### config.mk
export PLATFORM = sky130hd
export DESIGN_NAME = mrc_engine
export DESIGN_NICKNAME = d
export VERILOG_FILES = /design/src/hdl/mrc_pkg.sv /design/src/hdl/mrc_shift_if.sv /design/src/hdl/mrc_shift_core.sv /design/src/hdl/mrc_engine.sv
export SDC_FILE = /design/constraint.sdc
export NUM_CORES = 1
export LEC_CHECK = 0
export BUFFER_PORTS_ARGS = -buffer_cell sky130_fd_sc_hd__buf_4
export CORE_MARGIN = 2
export CORE_UTILIZATION = 28
export CTS_CLUSTER_DIAMETER = 200
export CTS_CLUSTER_SIZE = 16
export DETAILED_ROUTE_END_ITERATION = 8
export PLACE_DENSITY = 0.45
export SETUP_SLACK_MARGIN = 0.3
export SYNTH_ARGS = -nofsm -noshare
export SYNTH_HDL_FRONTEND = slang
export SYNTH_SLANG_ARGS = --single-unit
### constraint.sdc
create_clock -name clk -period 3.5 [get_ports clk]
set_input_delay 0.7 -clock clk [delete_from_list [all_inputs] [get_ports clk]]
set_output_delay 0.7 -clock clk [all_outputs]
set_load 0.02 [all_outputs]
### src/hdl/mrc_pkg.sv
// Package for the RTU check-code engine: constants and shared types.
// Assumes one clock domain; used by the engine and its shift core.
package mrc_pkg;
   localparam int MRC_CRC_W = 16;
   localparam int MRC_BYTE_W = 8;
   localparam logic [15:0] MRC_PRESET = 16'hFFFF;
   localparam logic [15:0] MRC_POLY = 16'hA001;
   localparam logic [3:0] MRC_SHIFTS = 4'h8;
   localparam logic [3:0] MRC_SHIFT_ZERO = 4'h0;
   localparam logic [3:0] MRC_SHIFT_ONE = 4'h1;
   localparam logic [1:0] MRC_RX_CRC_BYTES = 2'h2;

   typedef enum logic [1:0] {
      MRC_IDLE = 2'b00,
      MRC_SHIFT = 2'b01,
      MRC_CRC_LO = 2'b11,
      MRC_CRC_HI = 2'b10
   } mrc_state_t;
endpackage

### src/hdl/mrc_shift_if.sv
// Interface between the engine and its shift core.
// Assumes both ends sit on the same clock.
`timescale 1ns/1ps
interface mrc_shift_if;
   logic [15:0] acc_in;
   logic [15:0] acc_out;
   modport engine (output acc_in, input acc_out);
   modport core (input acc_in, output acc_out);
endinterface

### src/hdl/mrc_shift_core.sv
// One conditional shift step of the reflected CRC-16.
// Assumes the caller registers the result; purely combinational.
`timescale 1ns/1ps
module mrc_shift_core
   import mrc_pkg::*;
(
   mrc_shift_if.core sif
);
   always_comb begin
      if (sif.acc_in[0]) begin
         sif.acc_out = (sif.acc_in >> 1) ^ MRC_POLY;
      end else begin
         sif.acc_out = sif.acc_in >> 1;
      end
   end
endmodule

### src/hdl/mrc_engine.sv
// Check-code engine for RTU frames: byte stream in, CRC out or checked.
// Assumes bytes and strobes come from logic on the same clock.
// Assumes pkt_start opens every frame before its first byte.
//
// Behaviour
// - Check runs only for packets started while the RTU mode input is high.
// - Two-byte result, updated once per eight-bit byte in the range.
// - Accumulator preset to all ones at the start of each packet.
// - First byte XORed into the low byte; upper byte untouched.
// - Shift right one; XOR with A001 when the dropped bit was one.
// - Exactly eight shift steps per byte before the next is taken.
// - Next byte XORed in after the shifts; last byte leaves final CRC.
// - CRC goes out low byte first, received one read in that order.
// - Only elements between start and end index enter the calculation.
`timescale 1ns/1ps
module mrc_engine
   import mrc_pkg::*;
#(
   parameter int IDX_W = 8
)
(
   input wire logic clk,
   input wire logic arst_n,
   input wire logic rtu_mode,
   input wire logic pkt_start,
   input wire logic [IDX_W-1:0] range_first,
   input wire logic [IDX_W-1:0] range_last,
   input wire logic byte_valid,
   input wire logic [7:0] byte_data,
   input wire logic pkt_end,
   input wire logic rx_mode,
   input wire logic crc_emit,
   output logic byte_ready,
   output logic [15:0] crc_value,
   output logic crc_out_valid,
   output logic [7:0] crc_out_byte,
   output logic check_done,
   output logic check_err
);
   // Refused at elaboration: too narrow to index a frame, and wider
   // compares buy nothing at serial byte rates
   if (IDX_W < 2 || IDX_W > 16) begin : g_idx_w_check
      $error("IDX_W out of range");
   end

   // Index sticks at its top value, so an overlong frame cannot wrap
   // back into the range
   localparam logic [IDX_W-1:0] IDX_LAST = '1;

   typedef struct packed {
      // Accumulator and shift sequencing
      mrc_state_t st;
      logic [15:0] acc;
      logic [3:0] nshift;
      logic [IDX_W-1:0] idx;
      logic active;
      // Check bytes taken from the line
      logic [1:0] rx_cnt;
      logic [15:0] rx_crc;
      // Fields that drive the outputs
      logic rdy;
      logic ovalid;
      logic [7:0] obyte;
      logic done;
      logic err;
   } mrc_regs_t;

   mrc_regs_t s_reg;
   mrc_regs_t s_next;
   mrc_shift_if sif ();

   mrc_shift_core u_core (
      .sif(sif.core)
   );

   assign sif.acc_in = s_reg.acc;

   // Request decode; the case below gives them this priority
   logic in_range;
   logic past_range;
   logic take_byte;
   logic rx_crc_byte;
   logic rx_first;
   logic end_check;
   logic emit_go;
   logic shift_last;
   logic crc_match;
   logic [15:0] acc_mixed;

   assign in_range = (s_reg.idx >= range_first) &&
                     (s_reg.idx <= range_last);
   assign past_range = s_reg.idx > range_last;

   // Nothing is taken in an inactive packet: non-RTU frames skip
   assign take_byte = byte_valid && s_reg.rdy && s_reg.active;
   assign rx_crc_byte = rx_mode && past_range &&
                        (s_reg.rx_cnt != MRC_RX_CRC_BYTES);
   assign rx_first = (s_reg.rx_cnt == 2'b00);
   assign end_check = pkt_end && s_reg.active;
   assign emit_go = crc_emit && !rx_mode;
   assign shift_last = s_reg.nshift == (MRC_SHIFTS - MRC_SHIFT_ONE);

   // Low byte only, high byte kept
   assign acc_mixed = {s_reg.acc[15:8], s_reg.acc[7:0] ^ byte_data};
   // A frame cut short of its check pair never matches
   assign crc_match = (s_reg.rx_cnt == MRC_RX_CRC_BYTES) &&
                      (s_reg.rx_crc == s_reg.acc);

   always_comb begin
      s_next = s_reg;
      s_next.ovalid = 1'b0;
      s_next.done = 1'b0;

      // Start of packet overrides any request in the same cycle
      if (pkt_start) begin
         s_next.acc = MRC_PRESET;
         s_next.idx = '0;
         s_next.active = rtu_mode;
         s_next.st = MRC_IDLE;
         s_next.rdy = 1'b1;

         // Capture and verdict of the previous frame are dropped
         s_next.rx_cnt = 2'b00;
         s_next.rx_crc = '0;
         s_next.err = 1'b0;
      end else begin
         case (s_reg.st)
            MRC_IDLE: begin
               if (take_byte) begin
                  if (s_reg.idx != IDX_LAST) begin
                     s_next.idx = s_reg.idx + 1'b1;
                  end
                  // Bytes before the range, or past the check pair, drop
                  if (in_range) begin
                     s_next.acc = acc_mixed;
                     s_next.nshift = MRC_SHIFT_ZERO;
                     s_next.st = MRC_SHIFT;
                     s_next.rdy = 1'b0;
                  end else if (rx_crc_byte) begin
                     // Received CRC, low byte arrives first
                     if (rx_first) begin
                        s_next.rx_crc[7:0] = byte_data;
                     end else begin
                        s_next.rx_crc[15:8] = byte_data;
                     end
                     s_next.rx_cnt = s_reg.rx_cnt + 1'b1;
                  end
               end else if (end_check) begin
                  if (rx_mode) begin
                     s_next.done = 1'b1;
                     s_next.err = !crc_match;
                  end
                  s_next.active = 1'b0;
               end else if (emit_go) begin
                  s_next.st = MRC_CRC_LO;
                  s_next.rdy = 1'b0;
               end
            end

            // One step per clock; byte_ready stays low meanwhile
            MRC_SHIFT: begin
               s_next.acc = sif.acc_out;
               s_next.nshift = s_reg.nshift + MRC_SHIFT_ONE;
               if (shift_last) begin
                  s_next.st = MRC_IDLE;
                  s_next.rdy = 1'b1;
               end
            end

            // Low byte goes onto the line first
            MRC_CRC_LO: begin
               s_next.ovalid = 1'b1;
               s_next.obyte = s_reg.acc[7:0];
               s_next.st = MRC_CRC_HI;
            end

            MRC_CRC_HI: begin
               s_next.ovalid = 1'b1;
               s_next.obyte = s_reg.acc[15:8];
               s_next.st = MRC_IDLE;
               s_next.rdy = 1'b1;
            end

            // Unused code: back to idle, data kept
            default: begin
               s_next.st = MRC_IDLE;
            end
         endcase
      end
   end

   // Reset leaves the packet inactive until the first pkt_start
   always_ff @(posedge clk or negedge arst_n) begin
      if (!arst_n) begin
         s_reg <= '{
            st: MRC_IDLE,
            acc: MRC_PRESET,
            nshift: MRC_SHIFT_ZERO,
            idx: '0,
            active: 1'b0,
            rx_cnt: 2'b00,
            rx_crc: '0,
            rdy: 1'b1,
            ovalid: 1'b0,
            obyte: '0,
            done: 1'b0,
            err: 1'b0
         };
      end else begin
         s_reg <= s_next;
      end
   end

   // Read crc_value only while byte_ready is high
   assign byte_ready = s_reg.rdy;
   assign crc_value = s_reg.acc;
   assign crc_out_valid = s_reg.ovalid;
   assign crc_out_byte = s_reg.obyte;
   assign check_done = s_reg.done;
   assign check_err = s_reg.err;
endmodule

==> results.cfg <==
[timing]
finalWorstPathRequiredPeriod_ns = 2.65
skew_ns = 0.00759
rsz0062_at_grt = no
setup_slack_ns = 0.847
slew_viol_final = 0
relSlewSlack_pct = 47.1
tightest_slew_ns = 0.793
tns_ns = 0
finalSetupViolations = 0
period_share_pct = 75.8
fmax_mhz = 377
final-hold-violation-count = 0

[power_and_ir_drop]
ir_drop_v = 0.000240
p_leak_uw = 0.00216
power.density_nw_per_um2 = 611

[yosys]
seq_area_frac_synth_pct = 39.2
yosysUniqueCellTypes = 50
netlist_instances = 417
yosysTopAreaCellShare_pct = 27.9
async_flop_share_pct = 100
avgSynthCellArea_um2 = 9.46
synthesis.area_um2 = 3950
synth_edf_count = 0
ys_seq_elements = 61
yosysWarnings = 0
synthTopCellsByArea = dfrtp_1, dfstp_2, ha_1, mux2i_1, buf_4
syn_nets = 474
yosys.area.top_type = dfrtp_1
synth_flop_cell = dfrtp_1

[routing]
vias_per_cell = 4.81
ant_nets = 0
wl_met3_um = 364
totalWireLength_um = 10200
drt_pass1_iterations = 4
vias = 3051
highest_layer = met4
met1_length_um = 5050
wl_met2_um = 4650
routedWlPerCell_um = 16.0
drt_iter0_drc = 152
route.detailed.drc = 0

[floorplan]
die_w_um = 123
coreArea_um2 = 13800
io_pins = 60
num_rows = 43
dieArea_um2 = 15100
die_y_um = 123
start_util_pct = 28.5

[cts]
cts_tree = done
post_cts_resized = 0
cts_buffers = 9
cts_root_buf = clkbuf_16
hold_buffers = 0
cts_sinks = 61
cts.htree.levels = 3
postCtsSetupRepairBufs = 0
clkLatencyLatePin_ns = 0.33
clkTransAtPathRegs_ns = 0.06
clock_path_buffers = 2

[cells_and_area]
layout.cells.non_filler = 634
largest_reg_flops = 33
drive_gt1_share_pct = 24.4
fin_util_pct = 33.2
nNetsFinal = 506
antennaDiodeCount = 0
area_growth_pct = 16.4
finalInstanceArea_um2 = 4590

[worst_setup_path]
worst_r2r_path_depth = 7
arrival_ns = 2.87
r2r_start = s_reg[33]
cp_max_fo = 14
reg2reg_setup_slack_ns = 0.85
crit_type = register to register
r2r-end = s_reg[60]
crit_buf_inv = 0
crit_path_start_kind = register
crit_path_end_kind = register
cp_slowest_stage_delay_ns = 0.61
cp_data_required_time_ns = 3.72
cp_top_family = compound AO/OA/AOI/OAI gates
slowest_stage = a211oi_4
worstPathCellList = ha_1 > a211oi_2 > o21ai_2 > a211oi_4 > nor3_1 > a21oi_1 > mux2_2

[grt]
grt_use_total_pct = 14.8
grt_max_degree = 62
gr-total-overflow = 0
grt_pass1_wl_um = 17000
antenna_found_initial = 0
grt_pass1_vias = 3207

[worst_hold_path]
hold_class = primary input to asynchronous set/reset pin

[place]
dp_hpwl_um = 7140
place_ws_ns = 0.520
gp_congestion = 0.767
place_area_um2 = 4320
io_buffers = 59
dp.cells = 618

[flow_run]
cap_viol_max_count = 0

[run_status]
outcome = finished, final reports clean
## layer usage
layer	up-vias	track usage [%]
li1	1509	-
met1	1485	20.6
met2	51	22.8
met3	6	3.25
met4	0	4.38
met5	-	0
## how the worst max path moves through the flow
stage / startpoint / to / slack (ns) / cells after the start
after global placement: range_first[2] / s_reg[60] / 0.54 / 9
after detailed placement: range_first[2] / s_reg[60] / 0.52 / 9
after global routing: s_reg[33] / s_reg[60] / 0.66 / 7
final: s_reg[33] / s_reg[60] / 0.85 / 7
after CTS: s_reg[33] / s_reg[60] / 0.84 / 7
after floorplan: range_last[7] / s_reg[60] / 1.08 / 8
## cell usage in the layout, fill, tap and decap left out, types with 3 or more instances in the layout
master,n
o211ai_1,4
xor2_1,8
mux2i_1,27
o221ai_1,3
nor2_1,39
o21ai_0,16
nor2b_1,5
dfstp_2,17
xnor2_1,15
inv_1,24
ha_1,25
nand2_1,45
clkinv_4,4
nor3_1,11
nand3_1,17
a2111oi_0,7
nor4_1,3
a22oi_1,8
dfrtp_1,44
a21oi_1,9
nand4_1,7
clkbuf_16,9
buf_4,62
a31oi_1,9
## report_power, final
group          leakage (uW)  switching (uW)  total, uW  internal (uW)
Sequential         0.000760             166       1040            876
Clock              0.000135             347        827            481
Combinational       0.00126             536        939            403
Total               0.00216            1050       2810           1760
## synth_stat cells (all sizes together) (11+ instances only)
cell    number
o21ai       18
mux2i       27
nor2        41
inv         24
nand3       17
nand2       45
buf         28
dfrtp       44
ha          25
clkbuf      13
dfstp       17
nor3        11
xnor2       15
## cell type report
class                      count  area [um2]
clock inverter                 7        52.6
inverter                      24        90.1
multi-input combinational    291        1990
sequential                    61        1550
clock buffer                   9         225
timing repair buffer          62         465
fill                        1418        9230
tap                          180         225
## stage by stage
| step | power, uW | hold slack (ns) |
|---|---|---|
| finish | 2810 | 0.463 |
| global route | 3010 | 0.531 |
| CTS | 2850 | 0.487 |
| detailed placement | 2010 | 0.474 |
| global placement | 2000 | 0.470 |
| floorplan | 1780 | 0.404 |
## logic make-up after synthesis
| group | synth area share, % |
|---|---|
| buffers and inverters | 10.4 |
| adder cells (fa/ha/maj) | 7.93 |
| AND/OR/NAND/NOR | 16.7 |
| AO/OA/AOI/OAI | 13.4 |
| multiplexers | 7.13 |
| flip-flops | 39.2 |
| XOR/XNOR | 5.10 |
(Power assumes the default switching activity.)
